===== src/core/sfb_regs.svh =====
// Constants of the serial flash bus front end
`ifndef SFB_REGS_SVH
`define SFB_REGS_SVH

// Positions of the sampled pins in the synchroniser vector
`define SFB_PIN_CS        0
`define SFB_PIN_SCK       1
`define SFB_PIN_SI        2
`define SFB_PIN_HOLD      3
`define SFB_PIN_WP        4
`define SFB_PIN_COUNT     5

// Synchroniser reset values: select, pause and write-lock idle high
`define SFB_SYNC_RST      5'h19

// Byte framing
`define SFB_BYTE_BITS     8
`define SFB_BIT_CNT_RST   3'h0
`define SFB_LAST_BIT      3'h7
`define SFB_STEP_SINGLE   3'h1
`define SFB_STEP_DUAL     3'h2

// Byte shifted out when the user has nothing queued
`define SFB_FILL_BYTE     8'hff
`define SFB_BYTE_RST      8'h00

// Erase opcodes; 32K block erase has two and chip erase has three
`define SFB_OPC_PAGE_ERASE   8'h81
`define SFB_OPC_BLK4K_ERASE  8'h20
`define SFB_OPC_BLK32K_A     8'h52
`define SFB_OPC_BLK32K_B     8'hd8
`define SFB_OPC_CHIP_A       8'h60
`define SFB_OPC_CHIP_B       8'hc7
`define SFB_OPC_CHIP_LEGACY  8'h62

`endif


===== src/core/sfb_pkg.sv =====
// Types of the serial flash bus front end
`include "sfb_regs.svh"

package sfb_pkg;

  // Frame state of the serial port
  typedef enum logic [1:0] {
    SFB_ST_STANDBY  = 2'b00,
    SFB_ST_SELECTED = 2'b01,
    SFB_ST_PAUSED   = 2'b10,
    SFB_ST_DRAIN    = 2'b11
  } sfb_state_t;

  // Erase granularity named by an opcode
  typedef enum logic [2:0] {
    SFB_ER_NONE   = 3'b000,
    SFB_ER_PAGE   = 3'b001,
    SFB_ER_BLK4K  = 3'b010,
    SFB_ER_BLK32K = 3'b011,
    SFB_ER_CHIP   = 3'b100
  } sfb_erase_t;

  // Map an opcode to its erase granularity
  function automatic sfb_erase_t sfb_erase_kind(input logic [7:0] opc);
    case (opc)
      `SFB_OPC_PAGE_ERASE:  sfb_erase_kind = SFB_ER_PAGE;
      `SFB_OPC_BLK4K_ERASE: sfb_erase_kind = SFB_ER_BLK4K;
      `SFB_OPC_BLK32K_A,
      `SFB_OPC_BLK32K_B:    sfb_erase_kind = SFB_ER_BLK32K;
      `SFB_OPC_CHIP_A,
      `SFB_OPC_CHIP_B,
      `SFB_OPC_CHIP_LEGACY: sfb_erase_kind = SFB_ER_CHIP;
      default:              sfb_erase_kind = SFB_ER_NONE;
    endcase
  endfunction

endpackage


===== src/core/sfb_front_end.sv =====
// Serial bus front end of a small serial flash device
`timescale 1ns/10ps
`include "sfb_regs.svh"

module sfb_front_end
  import sfb_pkg::*;
(
  input  wire logic             clk,
  input  wire logic             nrst,
  input  wire logic             cs_n,
  input  wire logic             sck,
  input  wire logic             si_in,
  output logic                  si_out,
  output logic                  si_oe,
  output logic                  so_out,
  output logic                  so_oe,
  input  wire logic             hold_n,
  input  wire logic             wp_n,
  input  wire logic             out_en,
  input  wire logic             dual_en,
  input  wire logic             busy,
  output logic      [7:0]       rx_data,
  output logic                  rx_first,
  output logic                  rx_valid,
  input  wire logic             rx_ready,
  output logic                  rx_overrun,
  input  wire logic [7:0]       tx_data,
  input  wire logic             tx_valid,
  output logic                  tx_ready,
  output logic                  selected,
  output logic                  standby,
  output logic                  write_lock,
  output sfb_pkg::sfb_erase_t   erase_kind
);
  import sfb_pkg::*;
  localparam int            NP       = `SFB_PIN_COUNT;
  localparam logic [NP-1:0] SYNC_RST = `SFB_SYNC_RST;
  logic [NP-1:0] s1_ff;
  logic [NP-1:0] s2_ff;
  logic [NP-1:0] s3_ff;
  logic [NP-1:0] filt_ff;
  logic          sck_prev_ff;
  sfb_state_t    state_ff;
  sfb_state_t    nxt_state;
  logic [7:0]    rx_sh_ff;
  logic [2:0]    rx_cnt_ff;
  logic          first_ff;
  logic [8:0]    pend_data_ff;
  logic          pend_ff;
  logic          overrun_ff;
  sfb_erase_t    erase_ff;
  logic [7:0]    tx_sh_ff;
  logic [2:0]    tx_cnt_ff;
  logic [7:0]    tx_hold_ff;
  logic          tx_ready_ff;
  logic          so_out_ff;
  logic          si_out_ff;
  logic          so_oe_ff;
  logic          si_oe_ff;
  logic          selected_ff;
  logic          standby_ff;
  logic          lock_ff;
  logic          cs_act;
  logic          hold_act;
  logic          live;
  logic          frame_start;
  logic          rise_ok;
  logic          fall_ok;
  logic          byte_done;
  logic          launch;
  logic [7:0]    cur_word;
  logic [2:0]    step;
  logic          buf_in_ready;

  // Pin synchronisers; pause and write-lock sit high from reset, as if pulled up
  genvar gi;
  generate
    for (gi = 0; gi < NP; gi++) begin : g_sync
      always_ff @(posedge clk) begin
        if (!nrst) begin
          s1_ff[gi]   <= SYNC_RST[gi];
          s2_ff[gi]   <= SYNC_RST[gi];
          s3_ff[gi]   <= SYNC_RST[gi];
          filt_ff[gi] <= SYNC_RST[gi];
        end else begin
          s1_ff[gi] <= (gi == `SFB_PIN_CS)   ? cs_n :
                       (gi == `SFB_PIN_SCK)  ? sck :
                       (gi == `SFB_PIN_SI)   ? si_in :
                       (gi == `SFB_PIN_HOLD) ? hold_n : wp_n;
          s2_ff[gi] <= s1_ff[gi];
          s3_ff[gi] <= s2_ff[gi];
          // Only a level seen twice counts, so one glitch on the link is dropped
          if (s2_ff[gi] == s3_ff[gi]) begin
            filt_ff[gi] <= s3_ff[gi];
          end
        end
      end
    end
  endgenerate

  assign cs_act      = !filt_ff[`SFB_PIN_CS];
  assign hold_act    = cs_act && !filt_ff[`SFB_PIN_HOLD];
  assign live        = (state_ff == SFB_ST_SELECTED) && cs_act && !hold_act;
  assign frame_start = cs_act && (state_ff != SFB_ST_SELECTED) && (state_ff != SFB_ST_PAUSED);
  assign rise_ok     = live && filt_ff[`SFB_PIN_SCK] && !sck_prev_ff;
  assign fall_ok     = live && !filt_ff[`SFB_PIN_SCK] && sck_prev_ff;
  assign byte_done   = rise_ok && (rx_cnt_ff == `SFB_LAST_BIT);
  // Mode 3 starts with clock high, so a falling edge before any data is harmless
  assign launch      = fall_ok && out_en;
  assign step        = dual_en ? `SFB_STEP_DUAL : `SFB_STEP_SINGLE;
  assign cur_word    = (tx_cnt_ff != `SFB_BIT_CNT_RST) ? tx_sh_ff :
                       (tx_ready_ff ? `SFB_FILL_BYTE : tx_hold_ff);

  // Clock edge history keeps running in a pause, so release makes no false edge
  always_ff @(posedge clk) begin
    if (!nrst) begin
      sck_prev_ff <= 1'b0;
    end else begin
      sck_prev_ff <= filt_ff[`SFB_PIN_SCK];
    end
  end

  // Frame state; busy only delays standby, never the serial side
  always_comb begin
    nxt_state = state_ff;
    case (state_ff)
      SFB_ST_STANDBY: begin
        if (cs_act) nxt_state = SFB_ST_SELECTED;
      end
      SFB_ST_SELECTED: begin
        if (!cs_act) nxt_state = busy ? SFB_ST_DRAIN : SFB_ST_STANDBY;
        else if (hold_act) nxt_state = SFB_ST_PAUSED;
      end
      SFB_ST_PAUSED: begin
        if (!cs_act) nxt_state = busy ? SFB_ST_DRAIN : SFB_ST_STANDBY;
        else if (!hold_act) nxt_state = SFB_ST_SELECTED;
      end
      SFB_ST_DRAIN: begin
        if (cs_act) nxt_state = SFB_ST_SELECTED;
        else if (!busy) nxt_state = SFB_ST_STANDBY;
      end
      default: nxt_state = SFB_ST_STANDBY;
    endcase
  end

  always_ff @(posedge clk) begin
    if (!nrst) begin
      state_ff <= SFB_ST_STANDBY;
    end else begin
      state_ff <= nxt_state;
    end
  end

  // Receive shifter; a pause freezes it in place rather than clearing it
  always_ff @(posedge clk) begin
    if (!nrst) begin
      rx_sh_ff  <= `SFB_BYTE_RST;
      rx_cnt_ff <= `SFB_BIT_CNT_RST;
      first_ff  <= 1'b1;
    end else if (frame_start) begin
      rx_cnt_ff <= `SFB_BIT_CNT_RST;
      first_ff  <= 1'b1;
    end else if (rise_ok) begin
      rx_sh_ff  <= {rx_sh_ff[6:0], filt_ff[`SFB_PIN_SI]};
      rx_cnt_ff <= rx_cnt_ff + `SFB_STEP_SINGLE;
      if (byte_done) first_ff <= 1'b0;
    end
  end

  // Finished byte waits here until the buffer takes it
  always_ff @(posedge clk) begin
    if (!nrst) begin
      pend_data_ff <= '0;
      pend_ff      <= 1'b0;
      overrun_ff   <= 1'b0;
    end else begin
      if (byte_done) begin
        pend_data_ff <= {first_ff, rx_sh_ff[6:0], filt_ff[`SFB_PIN_SI]};
        pend_ff      <= 1'b1;
      end else if (pend_ff && buf_in_ready) begin
        pend_ff <= 1'b0;
      end
      // A byte landing on an untaken one is flagged; the flag lives for the frame
      if (byte_done && pend_ff && !buf_in_ready) begin
        overrun_ff <= 1'b1;
      end else if (frame_start) begin
        overrun_ff <= 1'b0;
      end
    end
  end

  // Opcode names the erase size for the command layer
  always_ff @(posedge clk) begin
    if (!nrst) begin
      erase_ff <= SFB_ER_NONE;
    end else if (frame_start) begin
      erase_ff <= SFB_ER_NONE;
    end else if (byte_done && first_ff) begin
      erase_ff <= sfb_erase_kind({rx_sh_ff[6:0], filt_ff[`SFB_PIN_SI]});
    end
  end

  // Transmit holding register, filled by the user
  always_ff @(posedge clk) begin
    if (!nrst) begin
      tx_hold_ff  <= `SFB_BYTE_RST;
      tx_ready_ff <= 1'b1;
    end else if (tx_valid && tx_ready_ff) begin
      tx_hold_ff  <= tx_data;
      tx_ready_ff <= 1'b0;
    end else if (launch && (tx_cnt_ff == `SFB_BIT_CNT_RST)) begin
      tx_ready_ff <= 1'b1;
    end
  end

  // Transmit shifter; one or two bits per falling edge, MSB first
  always_ff @(posedge clk) begin
    if (!nrst) begin
      tx_sh_ff  <= `SFB_BYTE_RST;
      tx_cnt_ff <= `SFB_BIT_CNT_RST;
      so_out_ff <= 1'b0;
      si_out_ff <= 1'b0;
    end else if (frame_start) begin
      tx_cnt_ff <= `SFB_BIT_CNT_RST;
    end else if (launch) begin
      so_out_ff <= cur_word[7];
      si_out_ff <= cur_word[6];
      tx_sh_ff  <= dual_en ? {cur_word[5:0], 2'b00} : {cur_word[6:0], 1'b0};
      tx_cnt_ff <= tx_cnt_ff + step;
    end
  end

  // Drivers follow select and pause directly; lower lane needs the host off it
  always_ff @(posedge clk) begin
    if (!nrst) begin
      so_oe_ff <= 1'b0;
      si_oe_ff <= 1'b0;
    end else begin
      so_oe_ff <= (nxt_state == SFB_ST_SELECTED) && !hold_act && out_en;
      si_oe_ff <= (nxt_state == SFB_ST_SELECTED) && !hold_act && out_en && dual_en;
    end
  end

  // Status levels for the command layer
  always_ff @(posedge clk) begin
    if (!nrst) begin
      selected_ff <= 1'b0;
      standby_ff  <= 1'b1;
      lock_ff     <= 1'b0;
    end else begin
      selected_ff <= cs_act;
      standby_ff  <= (nxt_state == SFB_ST_STANDBY);
      lock_ff     <= !filt_ff[`SFB_PIN_WP];
    end
  end

  sfb_skid2 #(
    .WIDTH (9)
  ) i_sfb_skid2 (
    .clk       (clk),
    .nrst      (nrst),
    .in_data   (pend_data_ff),
    .in_valid  (pend_ff),
    .in_ready  (buf_in_ready),
    .out_data  ({rx_first, rx_data}),
    .out_valid (rx_valid),
    .out_ready (rx_ready)
  );

  assign so_out     = so_out_ff;
  assign si_out     = si_out_ff;
  assign so_oe      = so_oe_ff;
  assign si_oe      = si_oe_ff;
  assign rx_overrun = overrun_ff;
  assign tx_ready   = tx_ready_ff;
  assign selected   = selected_ff;
  assign standby    = standby_ff;
  assign write_lock = lock_ff;
  assign erase_kind = erase_ff;

endmodule


===== src/core/sfb_skid2.sv =====
// Two-entry buffer with valid and ready on both sides
`timescale 1ns/10ps

module sfb_skid2 #(
  parameter int WIDTH = 9
) (
  input  wire logic             clk,
  input  wire logic             nrst,
  input  wire logic [WIDTH-1:0] in_data,
  input  wire logic             in_valid,
  output logic                  in_ready,
  output logic      [WIDTH-1:0] out_data,
  output logic                  out_valid,
  input  wire logic             out_ready
);

  logic [WIDTH-1:0] q0_ff;
  logic [WIDTH-1:0] q1_ff;
  logic             v0_ff;
  logic             v1_ff;
  logic             rdy_ff;
  logic             push;
  logic             pop;
  logic             nxt_v0;
  logic             nxt_v1;

  assign push      = in_valid && rdy_ff;
  assign pop       = v0_ff && out_ready;
  assign in_ready  = rdy_ff;
  assign out_data  = q0_ff;
  assign out_valid = v0_ff;

  // Occupancy; head entry always drains first
  always_comb begin
    nxt_v0 = v0_ff;
    nxt_v1 = v1_ff;
    case ({push, pop})
      2'b10: begin
        if (v0_ff) begin
          nxt_v1 = 1'b1;
        end else begin
          nxt_v0 = 1'b1;
        end
      end
      2'b01: begin
        nxt_v0 = v1_ff;
        nxt_v1 = 1'b0;
      end
      default: begin
        nxt_v0 = v0_ff;
        nxt_v1 = v1_ff;
      end
    endcase
  end

  // Flags; ready is registered so it reads full honestly
  always_ff @(posedge clk) begin
    if (!nrst) begin
      v0_ff  <= 1'b0;
      v1_ff  <= 1'b0;
      rdy_ff <= 1'b1;
    end else begin
      v0_ff  <= nxt_v0;
      v1_ff  <= nxt_v1;
      rdy_ff <= !nxt_v1;
    end
  end

  // Entry data
  always_ff @(posedge clk) begin
    if (!nrst) begin
      q0_ff <= '0;
      q1_ff <= '0;
    end else begin
      case ({push, pop})
        2'b10: begin
          if (v0_ff) begin
            q1_ff <= in_data;
          end else begin
            q0_ff <= in_data;
          end
        end
        2'b01: begin
          q0_ff <= q1_ff;
        end
        2'b11: begin
          if (v1_ff) begin
            q0_ff <= q1_ff;
            q1_ff <= in_data;
          end else begin
            q0_ff <= in_data;
          end
        end
        default: begin
          q0_ff <= q0_ff;
        end
      endcase
    end
  end

endmodule


===== config.mk =====
export PLATFORM = sky130hd
export DESIGN_NAME = sfb_front_end
export DESIGN_NICKNAME = d
export VERILOG_FILES = /design/src/core/sfb_pkg.sv /design/src/core/sfb_front_end.sv /design/src/core/sfb_skid2.sv
export VERILOG_INCLUDE_DIRS = /design/src /design/src/core
export SDC_FILE = /design/constraint.sdc
export NUM_CORES = 1
export LEC_CHECK = 0
export ABC_AREA = 1
export ABC_CLOCK_PERIOD_IN_PS = 4900
export BUFFER_PORTS_ARGS = -buffer_cell sky130_fd_sc_hd__clkbuf_2
export CAP_MARGIN = 20
export CORE_MARGIN = 3
export CORE_UTILIZATION = 60
export CTS_BUF_LIST = sky130_fd_sc_hd__clkbuf_4 sky130_fd_sc_hd__clkbuf_8
export DETAILED_ROUTE_END_ITERATION = 7
export PLACE_DENSITY_LB_ADDON = 0.15
export REMOVE_ABC_BUFFERS = 1
export SLEW_MARGIN = 10
export SYNTH_ARGS = -nofsm -noshare
export SYNTH_HDL_FRONTEND = slang
export SYNTH_SLANG_ARGS = --single-unit

===== constraint.sdc =====
create_clock -name clk -period 4.9 [get_ports clk]
set_input_delay 0.98 -clock clk [delete_from_list [all_inputs] [get_ports clk]]
set_output_delay 0.98 -clock clk [all_outputs]
set_load 0.01 [all_outputs]

### Word level (Yosys, flattened, before mapping)

Cells that the tools add are included.

* add/subtract/negate cells: 2
* $mul: 0
* div/mod/pow operators: 0
* $lt $le $gt $ge: 0
* equal/unequal tests: 25
* shifts and indexed selects: 0
* mux-type cells: 29
* bitwise logic cells: 2
* reductions and logical operators: 47

Operator list (number)
* 9-bit 2-to-1 mux: 4
* 9-bit case mux with 3 select lines: 1
* 8-bit by 7-bit == test with 1-bit output, second input constant: 3
* 8-bit == test, second input constant: 3
* 8-bit 2-to-1 mux: 3
* 1-bit logical AND: 21
* 2-bit 2-to-1 mux: 9
* 9-bit case mux with 2 select lines: 1
* 3-bit case mux with 4 select lines: 1
* 2-bit nonzero test: 5
* 2-bit == test, second input constant: 4
* 8-bit by 6-bit == test with 1-bit output, second input constant: 1
* 1-bit zero test: 8
* 2-bit case mux with 4 select lines: 1
* 2-bit AND reduction: 4
* 1-bit 2-to-1 mux: 7
* 2-bit by 1-bit == test with 1-bit output, second input constant: 3
* 2-bit by 1-bit != test with 1-bit output, second input constant: 3
* 3-bit nonzero test: 2
* 1-bit == test: 5
* 2-bit zero test: 2
* 2-bit != test, second input constant: 2
* 1-bit case mux with 2 select lines: 2
* 2-bit OR reduction: 2
* other kinds (7): 8

* bits in registers: 96
* latch bits: 0
* bits in writable memories: 0
* ROM bits: 0
* bits of input ports: 20
* output and inout bits: 22
* logic and storage cells: 150
* memories kept: 0

### Logic depth before layout (Yosys ltp)

* word-level depth: 10
* depth in mapped cells: 9

### Cells and area by module

Synthesis repeated with hierarchy kept, for this count alone.

* cell total of the unflattened synthesis: 599
* area, all modules: 4196.5 µm²

By module, submodules not included
* sfb_front_end: times used 1, cells each 401, area an instance 2981.6 µm², seq. area each 1481.4 µm²
* sfb_skid2: times used 1, cells each 198, area an instance 1214.9 µm², seq. area each 420.4 µm²

### Worst setup path before layout

Ideal clock, no wire load.

* path type: input -> register
* start: input port dual_en
* end: register tx_cnt_ff[1]
* data arrival time: 2132 ps
* data required time: 4778 ps
* path slack: 2647 ps
* cell stages on the path: 6
* buffers on the path: 1
* cell sequence: buf_2 -> clkinv_1 -> ha_1 -> fa_1 -> nor2_1 -> nor3_2

* cells in the longest elaborated chain, start to end: 2

Ends and longest elaborated chain
* start, declared: RTL line sfb_front_end.sv:20 `input wire logic dual_en,`
* 2-bit 2-to-1 mux (no source line)
* 3-bit by 2-bit adder with 3-bit output: RTL line sfb_front_end.sv:229 `tx_cnt_ff <= tx_cnt_ff + step;`
* end signal, assigned: RTL line sfb_front_end.sv:220 `` tx_cnt_ff <= `SFB_BIT_CNT_RST; ``
* end signal, assigned: RTL line sfb_front_end.sv:224 `` tx_cnt_ff <= `SFB_BIT_CNT_RST; ``
* end signal, assigned: RTL line sfb_front_end.sv:229
* end, declared: RTL line sfb_front_end.sv:53 `logic [2:0] tx_cnt_ff;`

Every way passes these cells.
A chain may end at the register's enable or synchronous reset.

### Worst setup path in the final report

* start: input port rx_ready
* end: register i_sfb_skid2.q0_ff[4] (netlist: i_sfb_skid2.out_data[4])

* cells in the longest elaborated chain, start to end: 4
* elaborated cells between the ends (all ways): 8

Ends and longest elaborated chain
* start, declared: RTL line sfb_front_end.sv:25 `input wire logic rx_ready,`
* 1-bit logical AND (*): RTL line sfb_skid2.sv:28 `assign pop = v0_ff && out_ready;`
* 2-bit == test or 2-bit by 1-bit == test with 1-bit output (tied branches): RTL line sfb_skid2.sv:75 `case ({push, pop})`
* 2-bit != test (no source line) or 3-bit nonzero test (tied branches)
* 2-bit AND reduction (no source line)
* end signal, assigned: RTL line sfb_skid2.sv:80 `q0_ff <= in_data;`
* end signal, assigned: RTL line sfb_skid2.sv:84 `q0_ff <= q1_ff;`
* end signal, assigned: RTL line sfb_skid2.sv:88 `q0_ff <= q1_ff;`
* end, declared: RTL line sfb_skid2.sv:17 `logic [WIDTH-1:0] q0_ff;`

Mark *: on every way between the ends. The rest lies on a longest branch, timed or not.

==> results.json <==
{
  "hold_buffers": 0,
  "first_global_vias": 3158,
  "wirelength_microns": 7510,
  "min_period_ns": 2.48,
  "place_ws_ns": 2.08,
  "grt_first_pass_wirelength_microns": 13000,
  "start_util_pct": 62.3,
  "layout_commonest_cell": "dfxtp_1",
  "tns_ns": 0,
  "rsz0062_at_grt": "no",
  "reg2reg_depth": 7,
  "num_vias": 3392,
  "synth.distinct_cells": 32,
  "rows": 29,
  "cap_viol_max_count": 0,
  "vdd_drop_max_mv": 0.203,
  "dp_hpwl_microns": 5130,
  "drt_iter0_markers": 166,
  "cts_tree": "built",
  "grtUsageTotal_pct": 21.1,
  "setup_viol": 0,
  "holdPathStages": 1,
  "overflow": 0,
  "yosysWarnings": 0,
  "avgSynthCellArea_sq_um": 7.43,
  "powerDensity_nw_per_um2": 312,
  "coreArea_sq_um": 6390,
  "layout_common_cells": "dfxtp_1, nor2_1, nand2_1, inv_1",
  "p_leak_nw": 2.10,
  "status": "finished, final reports clean",
  "final_nets": 599,
  "hp-class": "register to register",
  "yosysSeqAreaShare_pct": 47.8,
  "met2_usage_pct": 38.2,
  "numCtsBuffers": 9,
  "slew_headroom_pct": 50.3,
  "antenna_found_initial": 0,
  "crit_fanout": 12,
  "clock.fmax_mhz": 403,
  "multiInputGateArea_sq_um": 1700,
  "cp_data_arrival_time_ns": 2.74,
  "place_congestion": 0.875,
  "drc_errors": 0,
  "met1_usage_pct": 23.5,
  "met3_usage_pct": 5.11,
  "num_io_pins": 42,
  "fillers": 538,
  "die_x_microns": 87.5,
  "dpl_cell_area_sq_um": 4190,
  "clkLatencyLatePin_ns": 0.36,
  "synth_cells": 536,
  "clk_path_buf_depth": 2,
  "drv_slew": 0,
  "htreeDepth": 3,
  "routed_via_density": 5.19,
  "ant_nets": 0,
  "die-area_sq_um": 7650,
  "grt_busiest_layer": "met2",
  "diodes": 0,
  "startpoint_type": "input pin",
  "routedWlPerCell_microns": 11.5,
  "critical_path_class": "input pin to register",
  "area_growth_pct": 10.2,
  "fin_util_pct": 68.7,
  "path_clk_slew_ns": 0.09,
  "first_pass_iters": 4,
  "seqCellArea_sq_um": 1900,
  "hold_violations": 0,
  "synth_seq_cells": 95,
  "setup_slack_ns": 2.42,
  "synth_area_leaders": "dfxtp_1, nor2_1, nand2_1",
  "grt_max_degree": 59,
  "post_cts_buffers": 0,
  "postLayoutCellArea_sq_um": 4390,
  "required_ns": 5.16,
  "die_h_microns": 87.5,
  "cts-resized-gates": 0,
  "drive_gt1_share_pct": 15.1,
  "io_buffers": 41,
  "critPathCaptureType": "register",
  "synth_area_sq_um": 3980,
  "fin_skew_ns": 0.00564,
  "period_share_pct": 50.6,
  "synth_top_area_share_pct": 47.8,
  "synth_top_area_cell": "dfxtp_1",
  "root_buffer": "clkbuf_8",
  "clock-sinks": 95,
  "worst_pin_slew_ns": 0.745
}
through the flow:
| step | instances | hold WS [ns] | total power (W) |
|---|---|---|---|
| after floorplan | 519 | 0.380 | 0.000839 |
| after global placement | 638 | 0.389 | 0.000862 |
| after detailed placement | 638 | 0.402 | 0.000864 |
| after CTS | 654 | 0.420 | 0.00138 |
| after global routing | 654 | 0.427 | 0.00142 |
| final | 654 | 0.412 | 0.00137 |
cell type report:
class	count	share of cell area, %
Tap cell	77	2.20
Clock inverter	5	1.28
Inverter	72	6.22
Sequential cell	95	43.3
Timing Repair Buffer	42	4.85
Clock buffer	11	3.31
Multi-Input combinational cell	352	38.8
state kept, by name, indices dropped and copies added (netlist names), 2 cells and up:
register              flops
i_sfb_skid2.out_data      9
i_sfb_skid2.q1_ff         9
pend_data_ff              9
tx_hold_ff                8
rx_sh_ff                  7
tx_sh_ff                  7
filt_ff                   5
s1_ff                     5
s2_ff                     5
s3_ff                     5
erase_kind                3
rx_cnt_ff                 3
tx_cnt_ff                 3
state_ff                  2
worst paths after layout:
path | start | to | slack (ns)
max | rx_ready | i_sfb_skid2.out_data[4] | 2.42
min | filt_ff[4] | write_lock | 0.41
max reg2reg | i_sfb_skid2.out_valid | i_sfb_skid2.out_data[4] | 2.76
min reg2reg | filt_ff[4] | write_lock | 0.41
cell usage after synthesis:
cell	number
nand4_2	1
nand2_1	86
nand3_2	2
nand2_2	4
a21oi_1	34
inv_4	1
fa_1	1
ha_1	6
o21bai_1	1
buf_2	8
buf_6	4
nand2_4	1
nor2_8	1
a21oi_4	1
inv_1	67
nand3b_1	1
nor3_1	23
a21oi_2	1
clkbuf_1	5
a31oi_1	1
o21ai_1	6
a211oi_1	1
nor2_1	93
clkinv_1	1
nor3_2	2
or2_2	10
nand4_1	2
nor2_4	2
o21ai_0	41
nand3_1	31
dfxtp_1	95
inv_2	3
logic make-up (layout without fill, tap and decap cells):
group / count (synthesis) / count (layout) / synth area share (%)
compound gates: 86 / 86 / 11.3
fa+ha+maj: 7 / 7 / 2.39
buf+inv: 89 / 130 / 9.46
flops: 95 / 95 / 47.8
simple gates: 259 / 259 / 29.0
worst max-delay path, cell delays in order:
cell	delay, ns
clkbuf_2	0.08
nand2_1	0.32
inv_1	0.18
ha_1	0.26
a21oi_1	0.58
nor3_1	0.11
nor3_1	0.17
nor2_1	0.06
report_power, final:
part	internal, W	switching (W)	leakage (nW)	total (W)
Clock	0.000256	0.000266	0.103	0.000521
Combinational	0.0000218	0.0000346	1.23	0.0000564
Sequential	0.000783	0.00000654	0.770	0.000789
Total	0.00106	0.000307	2.10	0.00137
layer usage:
layer  share of wire, %  routed length [microns]  vias up
met4                1.8                      136        0
met2                 51                     3840       65
li1                   -                        -     1765
met5                  0                        0        -
met1                 43                     3240     1549
met3                3.9                      290       13
Note: power is estimated with default switching activity, not from simulation.
